### src/cpu_flag_map.vh
// Constants for the status-flag core: register offsets, flag positions,
// reset values, instruction codes and cycle counts.
// Assumes it is included by bare name from each design file that needs it.
`ifndef CPU_FLAG_MAP_VH
`define CPU_FLAG_MAP_VH

// ==========================================================
// Register byte offsets (one 32-bit word each)
`define OFF_CMD 8'h00
`define OFF_ACC 8'h04
`define OFF_XREG 8'h08
`define OFF_PSW 8'h0c
`define OFF_IREQ 8'h10
`define OFF_PDIR 8'h14
`define OFF_CLKMODE 8'h18
`define OFF_INFO 8'h1c
`define OFF_MEMX 8'h20

// ==========================================================
// Processor status word bit positions
`define FL_C 0
`define FL_Z 1
`define FL_I 2
`define FL_D 3
`define FL_B 4
`define FL_T 5
`define FL_V 6
`define FL_N 7

// ==========================================================
// Reset values
`define PSW_RST 8'h04
`define ACC_RST 8'h00
`define IREQ_RST 8'h00
`define PDIR_RST 8'h00
`define CLKMODE_RST 1'b0

// ==========================================================
// Instruction codes written to the command register
`define OP_NOP 4'h0
`define OP_ADC 4'h1
`define OP_SBC 4'h2
`define OP_SEC 4'h3
`define OP_CLC 4'h4
`define OP_CLD 4'h5
`define OP_SED 4'h6
`define OP_SEI 4'h7
`define OP_CLI 4'h8
`define OP_SET 4'h9
`define OP_CLT 4'ha
`define OP_MUL 4'hb
`define OP_DIV 4'hc
`define OP_BBS 4'hd
`define OP_BBC 4'he
`define OP_LDM 4'hf

// ==========================================================
// Instruction lengths in internal-clock cycles
`define CYC_ALU 5'h02
`define CYC_MUL 5'h0f
`define CYC_DIV 5'h10
`define CYC_BIT 5'h05
`define CYC_LDM 5'h04

// ==========================================================
// Internal clock division from the main clock
`define DIV_MIDDLE 8
`define DIV_HIGH 2

// ==========================================================
// Bus responses
`define RESP_OKAY 2'b00
`define RESP_SLVERR 2'b10

`endif

### src/phi_divider.v
// Internal clock generator: one-cycle tick per internal clock period.
// Assumes CLK stands for the main oscillator; the mode input is a level.
`timescale 1ns/1ns
`default_nettype none
`include "cpu_flag_map.vh"

module phi_divider #(
   parameter MIDDLE_RATIO = `DIV_MIDDLE,
   parameter HIGH_RATIO = `DIV_HIGH
) (
   // Clock and reset
   input wire clk,
   input wire rst_b,
   // Mode select: 1 selects high-speed
   input wire high_speed,
   // One pulse per internal clock period
   output reg phi_tick
);

   // Full-width terminal counts, cut to the counter width on purpose
   localparam [31:0] MID_FULL = MIDDLE_RATIO - 1;
   localparam [31:0] HIGH_FULL = HIGH_RATIO - 1;
   localparam [3:0] LAST_MID = MID_FULL[3:0];
   localparam [3:0] LAST_HIGH = HIGH_FULL[3:0];

   reg [3:0] count;
   wire [3:0] last = high_speed ? LAST_HIGH : LAST_MID;

   // ==========================================================
   // Divider; a mode change takes effect at once, in the period under way
   always @(posedge clk or negedge rst_b) begin
      if (!rst_b) begin
         count <= 4'h0;
         phi_tick <= 1'b0;
      end else if (count >= last) begin
         count <= 4'h0;
         phi_tick <= 1'b1;
      end else begin
         count <= count + 4'h1;
         phi_tick <= 1'b0;
      end
   end

endmodule // phi_divider
`default_nettype wire

### src/flag_alu.v
// Combinational arithmetic: binary and decimal add/subtract, multiply, divide.
// Assumes the caller decides which flags to keep from these results.
`timescale 1ns/1ns
`default_nettype none

module flag_alu (
   // Operands
   input wire [7:0] a,
   input wire [7:0] b,
   input wire carry_in,
   // Mode: decimal adjust and subtract
   input wire decimal,
   input wire sub,
   // Add/subtract results
   output reg [7:0] sum,
   output reg carry_out,
   output reg overflow,
   // Multiply and divide results, never decimal
   output wire [15:0] product,
   output wire [7:0] quotient,
   output wire [7:0] remainder
);

   reg [8:0] bin;
   reg [4:0] nib;
   reg cy;
   reg [7:0] bb;
   integer i;

   // ==========================================================
   // Add with carry / subtract with borrow (carry set means no borrow)
   always @* begin
      bb = sub ? ~b : b;
      bin = {1'b0, a} + {1'b0, bb} + {8'h00, carry_in};
      sum = bin[7:0];
      carry_out = bin[8];
      overflow = (a[7] == bb[7]) && (bin[7] != a[7]);
      nib = 5'h00;
      cy = carry_in;
      if (decimal) begin
         // Nibble-wise BCD adjust
         for (i = 0; i < 2; i = i + 1) begin
            if (!sub) begin
               nib = {1'b0, a[i*4 +: 4]} + {1'b0, b[i*4 +: 4]} + {4'h0, cy};
               cy = (nib > 5'h09);
               if (cy)
                  nib = nib + 5'h06;
            end else begin
               nib = {1'b0, a[i*4 +: 4]} - {1'b0, b[i*4 +: 4]} - {4'h0, ~cy};
               cy = ~nib[4];
               if (!cy)
                  nib = nib - 5'h06;
            end
            sum[i*4 +: 4] = nib[3:0];
         end
         carry_out = cy;
      end
   end

   // ==========================================================
   // Multiply and divide; divide by zero gives all ones and keeps a
   assign product = {8'h00, a} * {8'h00, b};
   assign quotient = (b == 8'h00) ? 8'hff : a / b;
   assign remainder = (b == 8'h00) ? a : a % b;

endmodule // flag_alu
`default_nettype wire

### src/flag_core_top.v
// Status-flag core with AXI4-Lite register access.
// Assumes CLK is the main oscillator and all inputs are synchronous to it.
//
// Overview of operation
// - Reset sets the interrupt-disable flag; other flags carry no promised value.
// - A written request register takes effect only once another instruction completes.
// - With the decimal flag set, add and subtract work in BCD.
// - Carry results of decimal arithmetic need one instruction before carry/decimal ops.
// - In decimal mode only carry is meaningful; negative, overflow and zero are not.
// - Multiply and divide ignore the index-X-mode and decimal flags.
// - Multiply and divide leave the whole status word unchanged.
// - Port direction registers are write-only and set only by stores.
// - Instruction time is its cycle count times the internal clock period.
// - Out of reset the internal clock is the main clock divided by eight.
`timescale 1ns/1ns
`default_nettype none
`include "cpu_flag_map.vh"

module flag_core_top #(
   parameter ADDR_W = 8
) (
   // Clock and reset
   input wire CLK,
   input wire RST_B,
   // AXI4-Lite write address
   input wire [ADDR_W-1:0] S_AXI_AWADDR,
   input wire S_AXI_AWVALID,
   output wire S_AXI_AWREADY,
   // AXI4-Lite write data
   input wire [31:0] S_AXI_WDATA,
   input wire [3:0] S_AXI_WSTRB,
   input wire S_AXI_WVALID,
   output wire S_AXI_WREADY,
   // AXI4-Lite write response
   output reg [1:0] S_AXI_BRESP,
   output reg S_AXI_BVALID,
   input wire S_AXI_BREADY,
   // AXI4-Lite read address
   input wire [ADDR_W-1:0] S_AXI_ARADDR,
   input wire S_AXI_ARVALID,
   output wire S_AXI_ARREADY,
   // AXI4-Lite read data
   output reg [31:0] S_AXI_RDATA,
   output reg [1:0] S_AXI_RRESP,
   output reg S_AXI_RVALID,
   input wire S_AXI_RREADY,
   // Interrupt request events from peripherals
   input wire [7:0] IRQ_EVENT,
   // Port direction and core state
   output reg [7:0] PORT_DIR,
   output wire BUSY
);

   // ==========================================================
   // Decoding shared by the read and write paths
   function reg_known;
      input [7:0] addr;
      begin
         case (addr)
            `OFF_CMD, `OFF_ACC, `OFF_XREG, `OFF_PSW, `OFF_IREQ,
            `OFF_PDIR, `OFF_CLKMODE, `OFF_INFO, `OFF_MEMX: reg_known = 1'b1;
            default: reg_known = 1'b0;
         endcase
      end
   endfunction

   // Registers that refuse bus writes while an instruction is running
   function busy_locked;
      input [7:0] addr;
      begin
         case (addr)
            `OFF_CMD, `OFF_ACC, `OFF_XREG, `OFF_PSW, `OFF_MEMX: busy_locked = 1'b1;
            default: busy_locked = 1'b0;
         endcase
      end
   endfunction

   // Cycle count of each instruction
   function [4:0] op_cycles;
      input [3:0] op;
      begin
         case (op)
            `OP_MUL: op_cycles = `CYC_MUL;
            `OP_DIV: op_cycles = `CYC_DIV;
            `OP_BBS, `OP_BBC: op_cycles = `CYC_BIT;
            `OP_LDM: op_cycles = `CYC_LDM;
            default: op_cycles = `CYC_ALU;
         endcase
      end
   endfunction

   // ==========================================================
   // Core state
   reg [7:0] acc;
   reg [7:0] xreg;
   reg [7:0] memx;
   reg [7:0] psw;
   reg [7:0] ireq;
   reg [7:0] ireq_stage;
   reg stage_valid;
   reg clk_high;
   reg busy;
   reg [3:0] cur_op;
   reg [7:0] operand;
   reg [4:0] cycles_left;
   reg taken;
   reg dec_recent;
   reg dec_hazard;

   // Bus state
   reg aw_held;
   reg [7:0] aw_addr;
   reg w_held;
   reg [31:0] w_data;
   reg [3:0] w_strb;

   wire phi_tick;
   wire [7:0] alu_sum;
   wire alu_c;
   wire alu_v;
   wire [15:0] product;
   wire [7:0] quotient;
   wire [7:0] remainder;

   // Operate on memory at X instead of the accumulator when T is set
   wire use_memx = psw[`FL_T];
   wire is_arith = (cur_op == `OP_ADC) || (cur_op == `OP_SBC);
   // Multiply and divide always take the accumulator, whatever T holds
   wire [7:0] alu_a = (use_memx && is_arith) ? memx : acc;
   wire dec_mode = psw[`FL_D] & is_arith;
   wire commit = busy && phi_tick && (cycles_left == 5'h01);

   // ==========================================================
   // Internal clock; middle speed after reset
   phi_divider #(
      .MIDDLE_RATIO(`DIV_MIDDLE),
      .HIGH_RATIO(`DIV_HIGH)
   ) u_phi (
      .clk(CLK),
      .rst_b(RST_B),
      .high_speed(clk_high),
      .phi_tick(phi_tick)
   );

   // ==========================================================
   // Arithmetic unit
   flag_alu u_alu (
      .a(alu_a),
      .b(operand),
      .carry_in(psw[`FL_C]),
      .decimal(dec_mode),
      .sub(cur_op == `OP_SBC),
      .sum(alu_sum),
      .carry_out(alu_c),
      .overflow(alu_v),
      .product(product),
      .quotient(quotient),
      .remainder(remainder)
   );

   // ==========================================================
   // AXI4-Lite handshakes; address and data may arrive in any order
   assign S_AXI_AWREADY = !aw_held && !S_AXI_BVALID;
   assign S_AXI_WREADY = !w_held && !S_AXI_BVALID;
   assign S_AXI_ARREADY = !S_AXI_RVALID;
   assign BUSY = busy;

   wire do_write = aw_held && w_held && !S_AXI_BVALID;
   wire wr_ok = reg_known(aw_addr) && !(busy && busy_locked(aw_addr));
   wire wr_en = do_write && wr_ok && w_strb[0];
   wire wr_cmd = wr_en && (aw_addr == `OFF_CMD);

   // Address and data capture, write response
   always @(posedge CLK or negedge RST_B) begin
      if (!RST_B) begin
         aw_held <= 1'b0;
         aw_addr <= 8'h00;
         w_held <= 1'b0;
         w_data <= 32'h00000000;
         w_strb <= 4'h0;
         S_AXI_BVALID <= 1'b0;
         S_AXI_BRESP <= `RESP_OKAY;
      end else begin
         if (S_AXI_AWVALID && S_AXI_AWREADY) begin
            aw_held <= 1'b1;
            aw_addr <= S_AXI_AWADDR[7:0];
         end
         if (S_AXI_WVALID && S_AXI_WREADY) begin
            w_held <= 1'b1;
            w_data <= S_AXI_WDATA;
            w_strb <= S_AXI_WSTRB;
         end
         if (do_write) begin
            aw_held <= 1'b0;
            w_held <= 1'b0;
            S_AXI_BVALID <= 1'b1;
            S_AXI_BRESP <= wr_ok ? `RESP_OKAY : `RESP_SLVERR;
         end else if (S_AXI_BVALID && S_AXI_BREADY) begin
            S_AXI_BVALID <= 1'b0;
         end
      end
   end

   // Read path; one cycle from address to data
   always @(posedge CLK or negedge RST_B) begin
      if (!RST_B) begin
         S_AXI_RVALID <= 1'b0;
         S_AXI_RDATA <= 32'h00000000;
         S_AXI_RRESP <= `RESP_OKAY;
      end else if (S_AXI_ARVALID && S_AXI_ARREADY) begin
         S_AXI_RVALID <= 1'b1;
         S_AXI_RRESP <= reg_known(S_AXI_ARADDR[7:0]) ? `RESP_OKAY : `RESP_SLVERR;
         case (S_AXI_ARADDR[7:0])
            `OFF_CMD: S_AXI_RDATA <= {16'h0000, operand, 4'h0, cur_op};
            `OFF_ACC: S_AXI_RDATA <= {24'h000000, acc};
            `OFF_XREG: S_AXI_RDATA <= {24'h000000, xreg};
            `OFF_PSW: S_AXI_RDATA <= {24'h000000, psw};
            `OFF_IREQ: S_AXI_RDATA <= {24'h000000, ireq};
            `OFF_CLKMODE: S_AXI_RDATA <= {31'h00000000, clk_high};
            `OFF_INFO: S_AXI_RDATA <= {26'h0000000, stage_valid, cycles_left == 5'h00,
                                       dec_recent, dec_hazard, taken, busy};
            `OFF_MEMX: S_AXI_RDATA <= {24'h000000, memx};
            // Direction register never reads back
            default: S_AXI_RDATA <= 32'h00000000;
         endcase
      end else if (S_AXI_RVALID && S_AXI_RREADY) begin
         S_AXI_RVALID <= 1'b0;
      end
   end

   // ==========================================================
   // Instruction sequencing and register updates
   always @(posedge CLK or negedge RST_B) begin
      if (!RST_B) begin
         acc <= `ACC_RST;
         xreg <= `ACC_RST;
         memx <= `ACC_RST;
         psw <= `PSW_RST;
         ireq <= `IREQ_RST;
         ireq_stage <= `IREQ_RST;
         stage_valid <= 1'b0;
         PORT_DIR <= `PDIR_RST;
         clk_high <= `CLKMODE_RST;
         busy <= 1'b0;
         cur_op <= `OP_NOP;
         operand <= 8'h00;
         cycles_left <= 5'h00;
         taken <= 1'b0;
         dec_recent <= 1'b0;
         dec_hazard <= 1'b0;
      end else begin
         // Peripheral events always land, also in a staged value
         ireq <= ireq | IRQ_EVENT;
         ireq_stage <= ireq_stage | IRQ_EVENT;

         // Software writes
         if (wr_en) begin
            case (aw_addr)
               `OFF_ACC: acc <= w_data[7:0];
               `OFF_XREG: xreg <= w_data[7:0];
               `OFF_MEMX: memx <= w_data[7:0];
               `OFF_PSW: psw <= w_data[7:0];
               `OFF_PDIR: PORT_DIR <= w_data[7:0];
               `OFF_CLKMODE: clk_high <= w_data[0];
               `OFF_IREQ: begin
                  // Held back until an instruction completes
                  ireq_stage <= w_data[7:0] | IRQ_EVENT;
                  stage_valid <= 1'b1;
               end
               `OFF_INFO: begin
                  if (w_data[2])
                     dec_hazard <= 1'b0;
               end
               default: begin
               end
            endcase
         end
         if (wr_cmd) begin
            cur_op <= w_data[3:0];
            operand <= w_data[15:8];
            cycles_left <= op_cycles(w_data[3:0]);
            busy <= 1'b1;
         end

         // Count internal clock periods
         if (busy && phi_tick && !commit)
            cycles_left <= cycles_left - 5'h01;

         // Completion of an instruction
         if (commit) begin
            busy <= 1'b0;
            cycles_left <= 5'h00;
            // Staged request bits become visible after this instruction
            if (stage_valid && !(wr_en && aw_addr == `OFF_IREQ)) begin
               ireq <= ireq_stage | IRQ_EVENT;
               stage_valid <= 1'b0;
            end
            // Decimal carry still settling; flag a too-early carry op
            if (dec_recent && ((cur_op == `OP_SEC) || (cur_op == `OP_CLC) ||
                               (cur_op == `OP_CLD)))
               dec_hazard <= 1'b1;
            dec_recent <= is_arith && psw[`FL_D];
            case (cur_op)
               `OP_ADC, `OP_SBC: begin
                  if (use_memx)
                     memx <= alu_sum;
                  else
                     acc <= alu_sum;
                  psw[`FL_C] <= alu_c;
                  // Decimal mode leaves N, V and Z untouched
                  if (!psw[`FL_D]) begin
                     psw[`FL_N] <= alu_sum[7];
                     psw[`FL_V] <= alu_v;
                     psw[`FL_Z] <= (alu_sum == 8'h00);
                  end
               end
               `OP_SEC: psw[`FL_C] <= 1'b1;
               `OP_CLC: psw[`FL_C] <= 1'b0;
               `OP_CLD: psw[`FL_D] <= 1'b0;
               `OP_SED: psw[`FL_D] <= 1'b1;
               `OP_SEI: psw[`FL_I] <= 1'b1;
               `OP_CLI: psw[`FL_I] <= 1'b0;
               `OP_SET: psw[`FL_T] <= 1'b1;
               `OP_CLT: psw[`FL_T] <= 1'b0;
               // Always on the accumulator, status word untouched
               `OP_MUL: begin
                  acc <= product[7:0];
                  xreg <= product[15:8];
               end
               `OP_DIV: begin
                  acc <= quotient;
                  xreg <= remainder;
               end
               // Bit test sees the request bits in force before any staged write
               `OP_BBS: taken <= ireq[operand[2:0]];
               `OP_BBC: taken <= ~ireq[operand[2:0]];
               // Immediate store into the direction register
               `OP_LDM: PORT_DIR <= operand;
               default: begin
               end
            endcase
         end
      end
   end

endmodule // flag_core_top
`default_nettype wire

### config.mk
export PLATFORM = sky130hd
export DESIGN_NAME = flag_core_top
export DESIGN_NICKNAME = d
export VERILOG_FILES = /design/src/phi_divider.v /design/src/flag_alu.v /design/src/flag_core_top.v
export VERILOG_INCLUDE_DIRS = /design/src
export SDC_FILE = /design/constraint.sdc
export NUM_CORES = 1
export LEC_CHECK = 0
export BUFFER_PORTS_ARGS = -buffer_cell sky130_fd_sc_hd__buf_2
export CORE_MARGIN = 2
export CORE_UTILIZATION = 34
export DETAILED_ROUTE_END_ITERATION = 10
export PLACE_DENSITY = 0.62
export SLEW_MARGIN = 25
export SYNTH_ARGS = -nofsm -noshare
export SYNTH_HDL_FRONTEND = slang
export SYNTH_HIERARCHICAL = 1
export SYNTH_SLANG_ARGS = --single-unit
### constraint.sdc
create_clock -name CLK -period 11.8 [get_ports CLK]
set_input_delay 1.18 -clock CLK [delete_from_list [all_inputs] [get_ports CLK]]
set_output_delay 1.18 -clock CLK [all_outputs]
set_load 0.02 [all_outputs]
==> results.py <==
metrics = {
    "cts": {
        "numCtsBuffers": 17,
        "htree_num_levels": 4,
        "cts_root_buf": "clkbuf_16",
        "clock_sink_count": 131,
        "clock_latency_ns": 0.42,
        "clk_pin_slew_ns": 0.06,
        "tritoncts": "yes",
        "cts_buffer_depth": 2,
        "ctsHoldBuffers": 0,
    },
    "timing": {
        "period_minus_slack_ns": 11.16,
        "finalWorstSetupSlack_ns": 0.640,
        "fin_skew_ns": 0.0141,
        "slew_headroom_pct": 30.9,
        "setup_viol_count_final": 0,
        "finalCritPeriodShare_pct": 94.6,
        "maxSlewViolCount": 0,
        "final_hold_viol_count": 0,
        "fmax_mhz": 89.6,
        "tightest_slew_ns": 1.03,
    },
    "die": {
        "die_x_um": 195,
        "dieArea_sq_mm": 0.0381,
        "io_pins": 117,
        "core_sq_mm": 0.0363,
        "floorplan.initialDensity_pct": 34.2,
        "rows": 70,
        "die_y_um": 195,
    },
    "logic_synthesis": {
        "async_flop_share_pct": 100,
        "synth_seq_cells": 131,
        "ys_dominant_reg_cell": "dfrtp_1",
        "synth.distinct_cells": 93,
        "syn_inst": 1353,
        "syn_area_per_cell_sq_um": 9.19,
        "ys_seq_area_share_pct": 26.4,
        "synth-edff-count": 0,
        "syn-cell-area_sq_mm": 0.0124,
        "yosysWarnings": 6,
    },
    "worst_setup_path": {
        "cp-start-kind": "flip-flop",
        "ff2ff_path_depth": 57,
        "crit_arrival_ns": 11.44,
        "end_kind": "flip-flop",
        "slowest_stage": "dfrtp_1",
        "crit_buf_inv": 8,
        "cpMostUsedCell": "a21oi_2",
        "required_ns": 12.07,
        "crit_type": "flip-flop to flip-flop",
        "path_delay_family": "compound AO/OA/AOI/OAI gates",
        "crit_cells": 57,
        "worst_path_largest_cell_delay_ns": 0.40,
        "critPathMaxFanout": 7,
    },
    "drt": {
        "viasPerCell": 5.48,
        "drt-initial-drc-count": 858,
        "via_count": 10600,
        "ant_nets": 0,
        "drt-pass1-iter-count": 5,
        "drt-wirelength-per-cell_um": 18.9,
        "drt-total-wl_um": 36600,
        "drc_errors": 0,
    },
    "placed_design": {
        "dp_hpwl_um": 27300,
        "post-place-ws_ns": -0.102,
        "io_buffers": 79,
        "place_congestion": 0.886,
    },
    "global_routing": {
        "grt_pass1_vias": 10600,
        "grt_max_degree": 79,
        "grtUsageTotal_pct": 19.2,
        "grt_pass1_wl_um": 57900,
        "antenna_found_initial": 1,
        "overflow": 0,
    },
    "finish": {
        "n_antenna_cell": 0,
        "final_cell_mix": "dfrtp_1 (130), inv_1 (113), ha_1 (107)",
        "drive_above_1_share_pct": 20.6,
        "nFillCells": 3567,
        "multi_input_area_sq_mm": 0.00864,
        "regArea_sq_mm": 0.00328,
        "synthToLayoutAreaGrowth_pct": 15.6,
        "final_common_cell": "dfrtp_1",
        "fin_nets": 1680,
    },
    "worst_hold_path": {
        "hp-class": "flip-flop to flip-flop",
        "whs_path_depth": 1,
    },
    "outcome": {
        "status": "finished clean",
    },
    "flow_run": {
        "drv_cap": 0,
    },
}
==> metal layers <==
| metal | GRT usage (%) | routed length, um | vias up |
|---|---|---|---|
| met5 | 0 | 13 | - |
| met3 | 2.52 | 1790 | 41 |
| met1 | 26.6 | 16900 | 5267 |
| met2 | 31.8 | 17300 | 292 |
| met4 | 4.83 | 499 | 2 |
| li1 | - | - | 4982 |
==> path summary, 6_finish.rpt <==
check | startpoint | endpoint | slack [ns]
setup / recovery | cur_op[0] | xreg[5] | 0.64
hold / removal | S_AXI_RDATA[4] | S_AXI_RDATA[4] | 0.47
setup reg to reg | cur_op[0] | xreg[5] | 0.64
hold reg to reg | S_AXI_RDATA[4] | S_AXI_RDATA[4] | 0.47
max in group asynchronous | RST_B | cur_op[1] | 10.02
min in group asynchronous | RST_B | ireq_stage[4] | 0.70
==> kinds of logic (layout without fill, tap and decap cells) <==
group / after synthesis / count (layout) / synth area share (%)
adder cells (fa/ha/maj): 163 / 163 / 19.2
buffers and inverters: 187 / 282 / 6.57
AO/OA/AOI/OAI: 324 / 324 / 17.9
multiplexers: 112 / 112 / 10.3
other: 1 / 18 / 0.0301
XOR/XNOR: 58 / 58 / 4.08
AND/OR/NAND/NOR: 377 / 377 / 15.6
flip-flops: 131 / 131 / 26.4
==> cell type report <==
type	instances	share of cell area [%]
tap	468	4.07
clock inverter	12	1.07
timing repair buffer	136	5.83
multi-input combinational	1052	60.1
sequential	131	22.8
clock buffer	20	3.18
inverter	114	2.98
==> timing repair <==
action / in CTS / in global routing
cloned: 0 / 1
buffers inserted: 0 / 15
pin swaps: 1 / 23
endpoints found under the setup margin: 5 / 9
gates resized for setup: 6 / 41
==> state kept, by name, indices dropped and copies added (netlist names), 4 cells and up <==
name	count
aw_addr	8
PORT_DIR	8
memx	8
ireq_stage	8
psw	8
S_AXI_RDATA	16
w_data	16
cur_op	4
operand	8
ireq	8
acc	8
cycles_left	5
xreg	8
u_phi/count	4
==> metrics by stage <==
stage	hold WS (ns)	area, sq um	std cells	setup TNS [ns]	utilization, %
finish	0.474	14400	1933	0	39.6
floorplan	0.450	12500	1370	0	-
global route	0.488	14400	1933	-0.347	39.6
global placement	0.460	13400	1885	0	36.9
detailed placement	0.461	13400	1885	-0.231	36.9
CTS	0.474	14100	1917	0	38.7
==> synthesized netlist by cell type (5+ instances only) <==
cell type | number | share of area [%]
a211oi_1 | 8 | 0.48
o22ai_1 | 22 | 1.1
o2bb2ai_1 | 5 | 0.35
mux2_2 | 61 | 5.5
or2_2 | 6 | 0.30
a211o_1 | 10 | 0.70
nand2_1 | 96 | 2.9
o21a_1 | 16 | 0.97
nand2b_1 | 15 | 0.75
a21oi_1 | 63 | 2.5
xnor2_1 | 36 | 2.5
nor4_1 | 5 | 0.25
fa_1 | 47 | 7.6
nor3b_1 | 7 | 0.42
nand4_1 | 9 | 0.45
a21boi_0 | 7 | 0.42
and2_1 | 10 | 0.50
buf_2 | 14 | 0.56
nor2_1 | 107 | 3.2
a221oi_1 | 5 | 0.35
a22o_1 | 25 | 1.8
a31oi_1 | 6 | 0.30
xor2_1 | 22 | 1.5
mux2i_1 | 44 | 3.5
clkbuf_1 | 35 | 1.1
o21bai_1 | 6 | 0.36
o21ai_0 | 64 | 2.6
nor3_1 | 31 | 1.2
a22oi_1 | 19 | 1.1
a21o_1 | 12 | 0.72
ha_1 | 114 | 11
o31ai_1 | 6 | 0.36
o211ai_1 | 8 | 0.48
nor2b_1 | 29 | 1.5
or3_1 | 5 | 0.25
dfrtp_1 | 130 | 26
nand3_1 | 19 | 0.76
inv_1 | 113 | 3.4
buf_4 | 19 | 1.1
Power is not shown: default switching activity piles up to over one toggle a cycle in this logic, so the estimate is an artifact.
